`config.mk`:
```
export PLATFORM = sky130hd
export DESIGN_NAME = spc_port
export DESIGN_NICKNAME = d
export VERILOG_FILES = /design/src/core/spc_pkg.sv /design/src/core/spc_port.sv
export SDC_FILE = /design/constraint.sdc
export NUM_CORES = 1
export LEC_CHECK = 0
export ABC_AREA = 1
export BUFFER_PORTS_ARGS = -buffer_cell sky130_fd_sc_hd__buf_2
export CORE_UTILIZATION = 55
export CTS_BUF_LIST = sky130_fd_sc_hd__clkbuf_8 sky130_fd_sc_hd__clkbuf_16
export DETAILED_ROUTE_END_ITERATION = 8
export PLACE_DENSITY = 0.72
export SLEW_MARGIN = 20
export SYNTH_ARGS = -nofsm -noshare
export SYNTH_HDL_FRONTEND = slang
export SYNTH_SLANG_ARGS = --single-unit
```
`constraint.sdc`:
```
create_clock -name i_clk -period 2.75 [get_ports i_clk]
set_input_delay 0.275 -clock i_clk [delete_from_list [all_inputs] [get_ports i_clk]]
set_output_delay 0.275 -clock i_clk [all_outputs]
set_load 0.02 [all_outputs]
```
`src/core/spc_pkg.sv`:
```
// Purpose: Shared constants and types for the serial port control block
// Assumes: 10 MHz bus clock, byte-wide serial port
// Notes:   Register indices and field positions are named here once
package spc_pkg;
    // =========================================================
    // Register map (word index on the plain register port)
    localparam logic [1:0] SPC_ADDR_CTRL = 2'h0;  // control_reg
    localparam logic [1:0] SPC_ADDR_STAT = 2'h1;  // status_control_reg
    localparam logic [1:0] SPC_ADDR_DATA = 2'h2;  // data_reg
    localparam logic [1:0] SPC_ADDR_BRK  = 2'h3;  // break control

    // Control register fields
    localparam int SPC_C_RXIE = 7;
    localparam int SPC_C_MSTR = 5;
    localparam int SPC_C_CPOL = 4;
    localparam int SPC_C_CPHA = 3;
    localparam int SPC_C_WOM  = 2;
    localparam int SPC_C_EN   = 1;
    localparam int SPC_C_TXIE = 0;
    localparam logic [7:0] SPC_CTRL_RST = 8'h28;

    // Status/control register fields
    localparam int SPC_S_RXF  = 7;
    localparam int SPC_S_ERIE = 6;
    localparam int SPC_S_OVR  = 5;
    localparam int SPC_S_MODE_FAULT_FLAG = 4;
    localparam int SPC_S_TXE  = 3;
    localparam int SPC_S_MFEN = 2;
    localparam int SPC_S_RHI  = 1;
    localparam int SPC_S_RLO  = 0;
    localparam logic [7:0] SPC_STAT_RST = 8'h08;

    // Break register fields
    localparam int SPC_B_BREAK_FLAG_CLEAR_ENABLE = 0;
    localparam int SPC_B_BRK  = 1;

    // Master serial clock: divider of 8, 16, 32 or 64 bus cycles per bit
    localparam int SPC_CLK_HZ = 10_000_000;
    localparam int SPC_BITS   = 8;

    typedef enum logic [2:0] {
        SPC_IDLE  = 3'b001,
        SPC_SHIFT = 3'b010,
        SPC_DONE  = 3'b100
    } spc_state_t;

    typedef struct packed {
        logic out;
        logic oe;
    } spc_pin_t;
endpackage : spc_pkg

```
`src/core/spc_port.sv`:
```
// Purpose: Enable, reset, transmit queue and pin control of a serial port
// Assumes: Sync active-high reset; link clock and select sampled by i_clk
// Notes:   No interrupt logic; wake request is a level output
//
// Contract
// - System reset returns every control bit and flag to reset values.
// - Port disabled: tx empty set, transfer aborted, shifter and counter cleared, pins released.
// - Disabling keeps control bits, rate bits and receive, overrun, mode-fault flags.
// - Master mode fault with detection enabled clears the port enable bit.
// - Master starts a buffered byte right after the previous transfer ends.
// - Slave with no new byte resends the shift register contents.
// - Idle port moves buffered byte to shifter and sets tx empty within two cycles.
// - Active slave defers the buffer load until its transfer completes.
// - In wait mode the port runs, registers are locked, enabled requests wake.
// - In break with clear-enable low, data writes are dropped.
// - Wired-OR select makes MOSI open drain.
// - MISO is driven only when slave and select low.
// - Enabled port owns direction of MISO, MOSI and serial clock.
// - Master drives serial clock, slave receives it; eight cycles per byte.
// - Slave with select high ignores serial clock edges.
// - Enabled slave always takes select as input.
// - Master select use follows detection enable; disabled port releases select.
// - Master mode fault sets flag, clears enable, sets tx empty, clears counter.
//
// The placing of the registers and the address-and-strobe port were decided locally.
`timescale 1ns/1ps
`default_nettype none
module spc_port
    import spc_pkg::*;
(
    input  wire logic       i_clk,       // Bus clock
    input  wire logic       i_rst,       // Sync reset, active high
    input  wire logic [1:0] i_addr,      // Register index
    input  wire logic [7:0] i_wdata,     // Write data
    input  wire logic       i_wr,        // Write strobe
    input  wire logic       i_rd,        // Read strobe
    output logic      [7:0] o_rdata,     // Read data, cycle after strobe
    input  wire logic       i_wait,      // Processor in wait mode
    input  wire logic       i_break,     // Debug break active
    output logic            o_wake,      // Enabled request pending, in wait mode only
    input  wire logic       i_sck,       // Serial clock pin in
    output logic            o_sck,       // Serial clock pin out
    output logic            o_sck_oe,    // Serial clock drive enable
    input  wire logic       i_mosi,      // MOSI pin in
    output logic            o_mosi,      // MOSI pin out
    output logic            o_mosi_oe,   // MOSI drive enable
    input  wire logic       i_miso,      // MISO pin in
    output logic            o_miso,      // MISO pin out
    output logic            o_miso_oe,   // MISO drive enable
    input  wire logic       i_ss_n,      // Slave select pin, active low
    output logic            o_ss_own     // Port owns select pin
);
    // =========================================================
    // Input synchronisers
    logic [1:0] sck_s_r, mosi_s_r, miso_s_r, ss_s_r;
    logic       sck_d_r;
    always_ff @(posedge i_clk) begin
        sck_s_r  <= {sck_s_r[0], i_sck};
        mosi_s_r <= {mosi_s_r[0], i_mosi};
        miso_s_r <= {miso_s_r[0], i_miso};
        ss_s_r   <= {ss_s_r[0], i_ss_n};
        sck_d_r  <= sck_s_r[1];
    end
    wire logic sck_q = sck_s_r[1];
    wire logic ss_q  = ss_s_r[1];

    // =========================================================
    // State
    logic [7:0] ctrl_r, ctrl_nxt, stat_r, stat_nxt, brk_r, brk_nxt;
    logic [7:0] txbuf_r, txbuf_nxt, shift_r, shift_nxt, rxbuf_r, rxbuf_nxt;
    logic [7:0] rdata_r, rdata_nxt;
    logic [3:0] bitcnt_r, bitcnt_nxt;
    logic [4:0] div_r, div_nxt;
    logic       txfull_r, txfull_nxt, sck_r, sck_nxt, half_r, half_nxt;
    logic       mosi_r, mosi_nxt, miso_r, miso_nxt;
    logic       rd_stat_r, rd_stat_nxt, ss_prev_r, ss_prev_nxt;
    spc_state_t st_r, st_nxt;

    function automatic logic [4:0] spc_div(input logic [1:0] sel);
        unique case (sel)
            // Half period of at least 4 cycles covers the MISO synchroniser
            2'h0:    spc_div = 5'h03;
            2'h1:    spc_div = 5'h07;
            2'h2:    spc_div = 5'h0F;
            default: spc_div = 5'h1F;
        endcase
    endfunction : spc_div

    logic en, mstr, cpha, cpol, mfen, fault, regs_ok;
    logic samp_edge, shft_edge, sel_on, sck_rise, sck_fall;
    always_comb begin
        en   = ctrl_r[SPC_C_EN];
        mstr = ctrl_r[SPC_C_MSTR];
        cpha = ctrl_r[SPC_C_CPHA];
        cpol = ctrl_r[SPC_C_CPOL];
        mfen = stat_r[SPC_S_MFEN];
        regs_ok = !i_wait;
        sck_rise = sck_q && !sck_d_r;
        sck_fall = !sck_q && sck_d_r;
        sel_on = !ss_q;
        // Mode fault: master sees select low, slave sees it rise mid-byte
        fault = en && mfen && (mstr ? !ss_q
                : (ss_q && !ss_prev_r && st_r == SPC_SHIFT));
        samp_edge = 1'b0;
        shft_edge = 1'b0;
        if (!mstr && sel_on) begin
            samp_edge = (cpol ^ cpha) ? sck_fall : sck_rise;
            shft_edge = (cpol ^ cpha) ? sck_rise : sck_fall;
        end
    end

    always_comb begin
        ctrl_nxt = ctrl_r;  stat_nxt = stat_r;   brk_nxt = brk_r;
        txbuf_nxt = txbuf_r; shift_nxt = shift_r; rxbuf_nxt = rxbuf_r;
        bitcnt_nxt = bitcnt_r; div_nxt = div_r; txfull_nxt = txfull_r;
        sck_nxt = sck_r; half_nxt = half_r; mosi_nxt = mosi_r; miso_nxt = miso_r;
        st_nxt = st_r; rdata_nxt = 8'h00; rd_stat_nxt = rd_stat_r;
        ss_prev_nxt = ss_q;

        // =====================================================
        // Register reads
        if (i_rd && regs_ok) begin
            unique case (i_addr)
                SPC_ADDR_CTRL: rdata_nxt = ctrl_r;
                SPC_ADDR_STAT: rdata_nxt = stat_r;
                SPC_ADDR_DATA: rdata_nxt = rxbuf_r;
                default:       rdata_nxt = brk_r;
            endcase
            if (i_addr == SPC_ADDR_STAT)
                rd_stat_nxt = 1'b1;
            if (i_addr == SPC_ADDR_DATA && rd_stat_r) begin
                stat_nxt[SPC_S_RXF] = 1'b0;
                stat_nxt[SPC_S_OVR] = 1'b0;
                rd_stat_nxt = 1'b0;
            end
        end
        // Register writes; control bits survive disable
        if (i_wr && regs_ok) begin
            unique case (i_addr)
                SPC_ADDR_CTRL: begin
                    ctrl_nxt = {i_wdata[7], 1'b0, i_wdata[5:0]};
                    if (rd_stat_r && !fault)
                        stat_nxt[SPC_S_MODE_FAULT_FLAG] = 1'b0;
                end
                SPC_ADDR_STAT: begin
                    stat_nxt[SPC_S_ERIE] = i_wdata[SPC_S_ERIE];
                    stat_nxt[SPC_S_MFEN] = i_wdata[SPC_S_MFEN];
                    stat_nxt[SPC_S_RHI]  = i_wdata[SPC_S_RHI];
                    stat_nxt[SPC_S_RLO]  = i_wdata[SPC_S_RLO];
                end
                SPC_ADDR_DATA: begin
                    // Writes while full are the writer's fault and overwrite
                    if (!(i_break && !brk_r[SPC_B_BREAK_FLAG_CLEAR_ENABLE])) begin
                        txbuf_nxt = i_wdata;
                        txfull_nxt = 1'b1;
                        stat_nxt[SPC_S_TXE] = 1'b0;
                    end
                end
                default: brk_nxt[SPC_B_BREAK_FLAG_CLEAR_ENABLE] = i_wdata[SPC_B_BREAK_FLAG_CLEAR_ENABLE];
            endcase
        end
        brk_nxt[SPC_B_BRK] = i_break;

        // =====================================================
        // Transfer engine
        if (!ctrl_nxt[SPC_C_EN] || !en) begin
            st_nxt = SPC_IDLE;
            shift_nxt = 8'h00;
            bitcnt_nxt = 4'h0;
            div_nxt = 5'h00;
            half_nxt = 1'b0;
            txfull_nxt = 1'b0;
            stat_nxt[SPC_S_TXE] = 1'b1;
            sck_nxt = cpol;
        end else begin
            unique case (st_r)
                SPC_IDLE: begin
                    sck_nxt = cpol;
                    if (txfull_r) begin
                        shift_nxt = txbuf_r;
                        txfull_nxt = 1'b0;
                        stat_nxt[SPC_S_TXE] = 1'b1;
                        if (mstr)
                            st_nxt = SPC_SHIFT;
                    end
                    if (!mstr && sel_on && (!cpha ? ss_prev_r : samp_edge | shft_edge))
                        st_nxt = SPC_SHIFT;
                    miso_nxt = shift_nxt[7];
                    mosi_nxt = shift_nxt[7];
                end
                SPC_SHIFT: begin
                    if (mstr) begin
                        if (div_r == 5'h00) begin
                            div_nxt = spc_div(stat_r[SPC_S_RHI:SPC_S_RLO]);
                            half_nxt = !half_r;
                            sck_nxt = !sck_r;
                            // Sample on leading edge in phase 0, trailing in phase 1
                            if (!(half_r ^ cpha)) begin
                                shift_nxt = {shift_r[6:0], miso_s_r[1]};
                                bitcnt_nxt = bitcnt_r + 4'h1;
                            end else begin
                                mosi_nxt = shift_r[7];
                            end
                            if (half_r && bitcnt_r == 4'(SPC_BITS - 1) + 4'(!cpha))
                                st_nxt = SPC_DONE;
                        end else begin
                            div_nxt = div_r - 5'h01;
                        end
                    end else begin
                        if (samp_edge) begin
                            shift_nxt = {shift_r[6:0], mosi_s_r[1]};
                            bitcnt_nxt = bitcnt_r + 4'h1;
                            if (bitcnt_r == 4'(SPC_BITS - 1))
                                st_nxt = SPC_DONE;
                        end
                        if (shft_edge && !(cpha && bitcnt_r == 4'h0))
                            miso_nxt = shift_r[7];
                    end
                end
                default: begin
                    // Slave keeps the received byte in shifter to resend
                    if (stat_r[SPC_S_RXF])
                        stat_nxt[SPC_S_OVR] = 1'b1;
                    else begin
                        rxbuf_nxt = shift_r;
                        stat_nxt[SPC_S_RXF] = 1'b1;
                    end
                    bitcnt_nxt = 4'h0;
                    half_nxt = 1'b0;
                    sck_nxt = cpol;
                    st_nxt = SPC_IDLE;
                end
            endcase
        end
        if (fault) begin
            stat_nxt[SPC_S_MODE_FAULT_FLAG] = 1'b1;
            if (mstr) begin
                ctrl_nxt[SPC_C_EN] = 1'b0;
                stat_nxt[SPC_S_TXE] = 1'b1;
                bitcnt_nxt = 4'h0;
                st_nxt = SPC_IDLE;
            end
        end
    end

    always_ff @(posedge i_clk) begin
        if (i_rst) begin
            ctrl_r <= SPC_CTRL_RST;   stat_r <= SPC_STAT_RST;  brk_r <= 8'h00;
            txbuf_r <= 8'h00;  shift_r <= 8'h00;  rxbuf_r <= 8'h00;
            rdata_r <= 8'h00;  bitcnt_r <= 4'h0;  div_r <= 5'h00;
            txfull_r <= 1'b0;  sck_r <= 1'b0;  half_r <= 1'b0;
            mosi_r <= 1'b1;  miso_r <= 1'b0;  rd_stat_r <= 1'b0;
            ss_prev_r <= 1'b1;  st_r <= SPC_IDLE;
        end else begin
            ctrl_r <= ctrl_nxt;  stat_r <= stat_nxt;  brk_r <= brk_nxt;
            txbuf_r <= txbuf_nxt;  shift_r <= shift_nxt;  rxbuf_r <= rxbuf_nxt;
            rdata_r <= rdata_nxt;  bitcnt_r <= bitcnt_nxt;  div_r <= div_nxt;
            txfull_r <= txfull_nxt;  sck_r <= sck_nxt;  half_r <= half_nxt;
            mosi_r <= mosi_nxt;  miso_r <= miso_nxt;  rd_stat_r <= rd_stat_nxt;
            ss_prev_r <= ss_prev_nxt;  st_r <= st_nxt;
        end
    end

    // =========================================================
    // Pin control, all registered
    spc_pin_t sck_p, mosi_p, miso_p;
    logic     own_ss, wake;
    always_comb begin
        sck_p  = '{out: sck_r, oe: en && mstr};
        // Open drain drives only the low level
        mosi_p = '{out: mosi_r, oe: en && mstr && !(ctrl_r[SPC_C_WOM] && mosi_r)};
        miso_p = '{out: miso_r, oe: en && !mstr && sel_on};
        own_ss = en && (!mstr || mfen);
        wake   = en && ((ctrl_r[SPC_C_RXIE] && stat_r[SPC_S_RXF])
               || (ctrl_r[SPC_C_TXIE] && stat_r[SPC_S_TXE]))
               || (stat_r[SPC_S_ERIE] && (stat_r[SPC_S_OVR] || stat_r[SPC_S_MODE_FAULT_FLAG]));
    end

    always_ff @(posedge i_clk) begin
        if (i_rst) begin
            o_sck <= 1'b0;  o_sck_oe <= 1'b0;  o_mosi <= 1'b1;  o_mosi_oe <= 1'b0;
            o_miso <= 1'b0;  o_miso_oe <= 1'b0;  o_ss_own <= 1'b0;  o_wake <= 1'b0;
        end else begin
            o_sck <= sck_p.out;  o_sck_oe <= sck_p.oe;
            o_mosi <= mosi_p.out;  o_mosi_oe <= mosi_p.oe;
            o_miso <= miso_p.out;  o_miso_oe <= miso_p.oe;
            o_ss_own <= own_ss;
            o_wake <= i_wait && wake;
        end
    end
    assign o_rdata = rdata_r;
endmodule : spc_port
`default_nettype wire

```
### Yosys cells after proc, flatten, opt, wreduce, memory -nomap -nowiden

Cells that the tools add are included.

| operators by class | value |
|---|---|
| add/subtract/negate cells | 3 |
| $mul | 0 |
| div/mod/pow operators | 0 |
| $lt $le $gt $ge | 0 |
| equal/unequal tests | 19 |
| shift-type cells | 0 |
| multiplexer cells | 81 |
| bitwise logic cells | 10 |
| reduce and logical (&&, ||, !) cells | 74 |

Operator list:

| operator | count |
|---|---|
| 1-bit two-way mux | 44 |
| 8-bit two-way mux | 5 |
| 3-bit two-way mux | 12 |
| 4-bit two-way mux | 7 |
| 1-bit logical AND | 27 |
| 8-bit one-hot mux with 3 select lines | 1 |
| 8-bit one-hot mux with 2 select lines | 1 |
| 1-bit zero test | 15 |
| 5-bit one-hot mux with 3 select lines | 1 |
| 2-bit AND reduction | 6 |
| 3-bit AND reduction | 4 |
| 5-bit two-way mux | 2 |
| 5-bit AND reduction | 2 |
| 2-bit nonzero test | 5 |
| 4-bit one-hot mux with 2 select lines | 1 |
| 4-bit AND reduction | 2 |
| 1-bit inverter | 7 |
| 2-bit two-way mux | 3 |
| 2-bit by 1-bit inequality test with 1-bit output (second input constant) | 3 |
| 2-bit inequality test (second input constant) | 3 |
| 3-bit by 2-bit inequality test with 1-bit output (second input constant) | 2 |
| 3-bit inequality test (second input constant) | 2 |
| 1-bit one-hot mux with 2 select lines | 3 |
| 3-bit one-hot mux with 2 select lines | 1 |
| 18 further kinds | 28 |

| word-level totals | value |
|---|---|
| register bits | 85 |
| bits in latches | 0 |
| bits in writable memories | 0 |
| ROM bits | 0 |
| bits of input ports | 20 |
| logic and storage cells | 222 |
| memories kept | 0 |

### Logic depth before layout (Yosys ltp)

| depth | value |
|---|---|
| depth in word-level cells | 15 |
| depth in mapped cells | 12 |

### Worst setup path before layout

Ideal clock, no wire load.

| path | value |
|---|---|
| path kind | register to register |
| start point | reg div_r[0] |
| end point | reg shift_r[6] |
| arrival | 1.321 ns |
| data required time | 2.688 ns |
| path slack | 1.368 ns |
| cell stages (with the launch flop) | 13 |
| cell sequence | dfxtp_1 inv_1 ha_1 nand2_2 nor2_4 nand2_1 nand2_1 nand2_2 inv_4 nand2_4 inv_4 nor2_2 nor2_2 |

| between the ends | value |
|---|---|
| word-level cells in the longest chain between the ends | 3 |

RTL lines:

| element | RTL line | source |
|---|---|---|
| from (decl) | spc_port.sv:73 | `logic [4:0] div_r, div_nxt;` |
| from (signal assigned) | spc_port.sv:257 | `rdata_r <= rdata_nxt; bitcnt_r <= bitcnt_nxt; div_r <= div_nxt;` |
| 5-bit zero test | spc_port.sv:193 | `if (div_r == 5'h00) begin` |
| 3-bit by 2-bit inequality test with 1-bit output (no source line) | - |  |
| 5-bit AND reduction (no source line) | - |  |
| to (signal assigned) | spc_port.sv:256 | `txbuf_r <= txbuf_nxt; shift_r <= shift_nxt; rxbuf_r <= rxbuf_nxt;` |
| to (decl) | spc_port.sv:70 | `logic [7:0] txbuf_r, txbuf_nxt, shift_r, shift_nxt, rxbuf_r, rxbuf_nxt;` |

Every way passes these cells.
A chain may end at the register's enable or synchronous reset.

### Worst setup path after layout

| path | value |
|---|---|
| start point | reg st_r[0] |
| end point | reg shift_r[6] |

| between the ends | value |
|---|---|
| word-level cells in the longest chain between the ends | 3 |
| elaborated cells on any way between the ends | 9 |
| classes of those cells | eq/ne: 6; mux: 1; reduce/logical: 2 |

RTL lines:

| element | RTL line | source |
|---|---|---|
| from (decl) | spc_port.sv:77 | `spc_state_t st_r, st_nxt;` |
| from (signal assigned) | spc_port.sv:260 | `ss_prev_r <= ss_prev_nxt; st_r <= st_nxt;` |
| 3-bit by 2-bit == test with 1-bit output or 3-bit by 1-bit == test with 1-bit output (tied branches) | spc_port.sv:176 | `unique case (st_r)` |
| 3-bit inequality test (no source line), or another cell as far along | - |  |
| 5-bit AND reduction (no source line) | - |  |

Parallel ways exist; a longest one is shown, timed or not.

==> impl_results.md <==
* Status: complete, no violations
* Gate Count Post-Synth at 517
* Critical Path RT at 3.00 ns
* Syn Area/Cell at 7.40 um^2
* WS Path Type: flip-flop to flip-flop
* Die extent in x at 85.4 um
* Met3 WL at 465 um
* H-tree depth at 3
* Fmax at 0.529 GHz
* Mapped Area at 3820 um^2
* Drt first pass iters at 5
* Setup bufs post-CTS at 0
* Area after DPL at 4040 um^2
* Die H at 85.4 um
* Startpoint types: flip-flop
* Final setup viols at 0
* Post-CTS Resized at 0
* Post-layout net count at 577
* Max Buffers Root-to-Sink at 2
* Max-cap violations at 0
* Core footprint at 6760 um^2
* Site Rows at 30
* Synth Warn # at 0
* Global route overflow at 0
* Critical Path Fanout Max at 23
* Post-synth top area share at 44.5%
* Worst Max-Slew Pin Slew at 0.481 ns
* Final Cycle Share at 68.7%
* Most common cell after layout, fill and taps aside: nand2_1
* CTS tree: yes
* Fin cells at 638
* Simple-Gate Fraction of Synth Area at 28.6%
* Effective utilization at floorplan at 56.6%
* Via Count at 3525
* Register-to-register setup slack at 0.86 ns
* Clk slew on worst S/H paths at 0.08 ns
* DP Wirelength at 6810 um
* Clock sinks at 85
* Leak Pwr at 0.00187 uW
* CTS Buf Count at 9
* Die ar. at 7290 um^2
* Ant. Diodes at 0
* Violation count after the first detailed-routing iteration at 276
* Final setup TNS at 0 ns
* Initial antenna violation count at 0
* Dpl ws at 0.904 ns
* R2R Path Start: st_r[0]$_SDFF_PP1_
* Routed length on met1 at 4210 um
* Yosys top cell by area: dfxtp_1
* Residual DRC at 0
* Layout Skew at 0.00576 ns
* Register area share after synthesis at 44.5%
* Post-placement cell count at 622
* Pwr Density at 550 nW/um^2
* Area fraction in compound gates after synthesis at 15.4%
* Post-route worst setup slack at 0.860 ns
* Mapped Nets at 541
* Final instance area at 4250 um^2
* Worst hold endpoint: ss_s_r[0]$_DFF_P_
* Util after Layout at 63.0%
* Placer Congestion at 0.870
* Final wirelength at 9100 um
* Startpoint of the worst hold path: i_ss_n
* Area added between synthesis and finish at 11.3%
* Most frequent cells in the layout: nand2_1 (102), dfxtp_1 (85), inv_1 (64), nor2_1 (51), o21ai_0 (50)
* CP arrival at 2.14 ns
* Cell at the root of the clock tree: clkbuf_8
* Largest net degree at the start of global routing at 31
* Layout cells sized above 1 at 18.5%
* Post-synthesis mux area share at 0%
* Fin crit period at 1.89 ns
* Slew headroom at 67.8%
* WL per Instance at 14.3 um
* Clock latency at the later pin of the worst-skew pair at 0.35 ns
* Hold path cells at 1
* Post-synthesis xor/xnor area fraction at 0.229%
* Vias in the first global route at 3227
* Worst r2r dst: shift_r[6]$_SDFFE_PP0P_
* IO Pins at 36
* First-pass GRT wire length at 15200 um
* R2R depth at 10
* Synth Area in Adders at 1.31%
* Met2 wire len at 4250 um
* Antenna Nets Post-Route at 0
* IO Port Bufs at 35
* Seq cells post-synth at 85
* Post-CTS Hold Buffers at 0
* Unique masters post-synth at 38
* Type of the worst min-delay path: primary input to flip-flop
* Routed vias/inst at 5.53
* Main combinational cell family by area after synthesis: simple AND/OR/NAND/NOR gates
* Global-route usage over all layers at 26.5%
* RSZ-0062 raised after global routing: no
* CP endpoint kind: flip-flop
* Max layer used: met4
* Final Max Slew Viols at 0
* Top cells by area, synth: dfxtp_1 (45%), nand2_1 (10%), o21ai_0 (6.5%)
* Worst VDD drop at 0.403 mV
* Final hold violations at 0
[kinds of logic after synthesis]
kind of cell	after synthesis
AND/OR/NAND/NOR	231
XOR/XNOR	1
buffers and inverters	90
adder cells (fa/ha/maj)	4
AO/OA/AOI/OAI	106
flip-flops	85
[stage by stage]
step / hold WS, ns / total power [uW]
after floorplan: 0.303 / 1370
after global placement: 0.310 / 1410
after detailed placement: 0.315 / 1410
after CTS: 0.0125 / 2350
after global routing: 0.00881 / 2430
final: 0.0212 / 2340
[layer usage]
metal  vias to the layer above  global-route usage, %
met5                         -                      0
met4                         0                   8.48
met3                        16                   3.50
met2                       128                   44.2
met1                      1632                   35.7
li1                       1749                      -
[worst max path at each step]
stage          cells after the start  slack, ns                       to                   from
2_1_floorplan                     12       1.37  shift_r[6]$_SDFFE_PP0P_  div_r[0]$_SDFFE_PP0P_
3_3_place_gp                      10       0.96  shift_r[1]$_SDFFE_PP0P_     st_r[0]$_SDFF_PP1_
3_5_place_dp                      10       0.90  shift_r[6]$_SDFFE_PP0P_     st_r[0]$_SDFF_PP1_
4_1_cts                           10       0.88  shift_r[6]$_SDFFE_PP0P_     st_r[0]$_SDFF_PP1_
5_1_grt                            8       0.69      mosi_r$_SDFFE_PP1P_     st_r[0]$_SDFF_PP1_
6_report                          10       0.86  shift_r[6]$_SDFFE_PP0P_     st_r[0]$_SDFF_PP1_
[worst max-delay path, cell delays in order (launching register included)]
cell	delay [ns]
dfxtp_1	0.30
inv_1	0.10
nand3_2	0.38
nor2_4	0.41
nand2_1	0.16
nand2_2	0.11
inv_4	0.06
nand2_4	0.07
inv_4	0.06
nor2_2	0.09
nor2_2	0.04
[layout make-up]
cell class | instances | area, um^2
fillers | 633 | 2500
multi-input cells | 342 | 1740
flip-flops and latches | 85 | 1700
inverters | 78 | 305
repair buffers | 37 | 190
clock buffers | 9 | 124
well taps | 80 | 100
clock inverters | 7 | 90.1
[state kept, by name, indices dropped and copies added (netlist names), 2 cells and up]
| register | flops |
|---|---|
| ctrl_r | 7 |
| bitcnt_r | 4 |
| st_r | 3 |
| ss_s_r | 2 |
| brk_r | 2 |
| txbuf_r | 8 |
| stat_r | 8 |
| miso_s_r | 2 |
| mosi_s_r | 2 |
| sck_s_r | 2 |
| o_rdata | 8 |
| rxbuf_r | 8 |
| div_r | 5 |
| shift_r | 8 |
[synthesized netlist by cell type (all sizes together)]
cell,instances
o32ai,1
o221ai,4
o2111ai,1
nor3,3
o21ai,53
nand2,111
nor2,72
dfxtp,85
a21oi,31
or2,1
a31oi,3
clkbuf,5
o22ai,3
ha,4
a211oi,1
o211ai,6
nand3,36
xor2,1
buf,7
nand4,8
o31ai,1
inv,78
a21boi,2
[power by group]
group / leakage (uW) / internal, uW / switching [uW]
Combinational: 0.00106 / 38.9 / 83.8
Clock: 0.000111 / 508 / 445
Sequential: 0.000690 / 1250 / 13.2
Total: 0.00187 / 1800 / 542
Power figures use the tool's default switching activity.
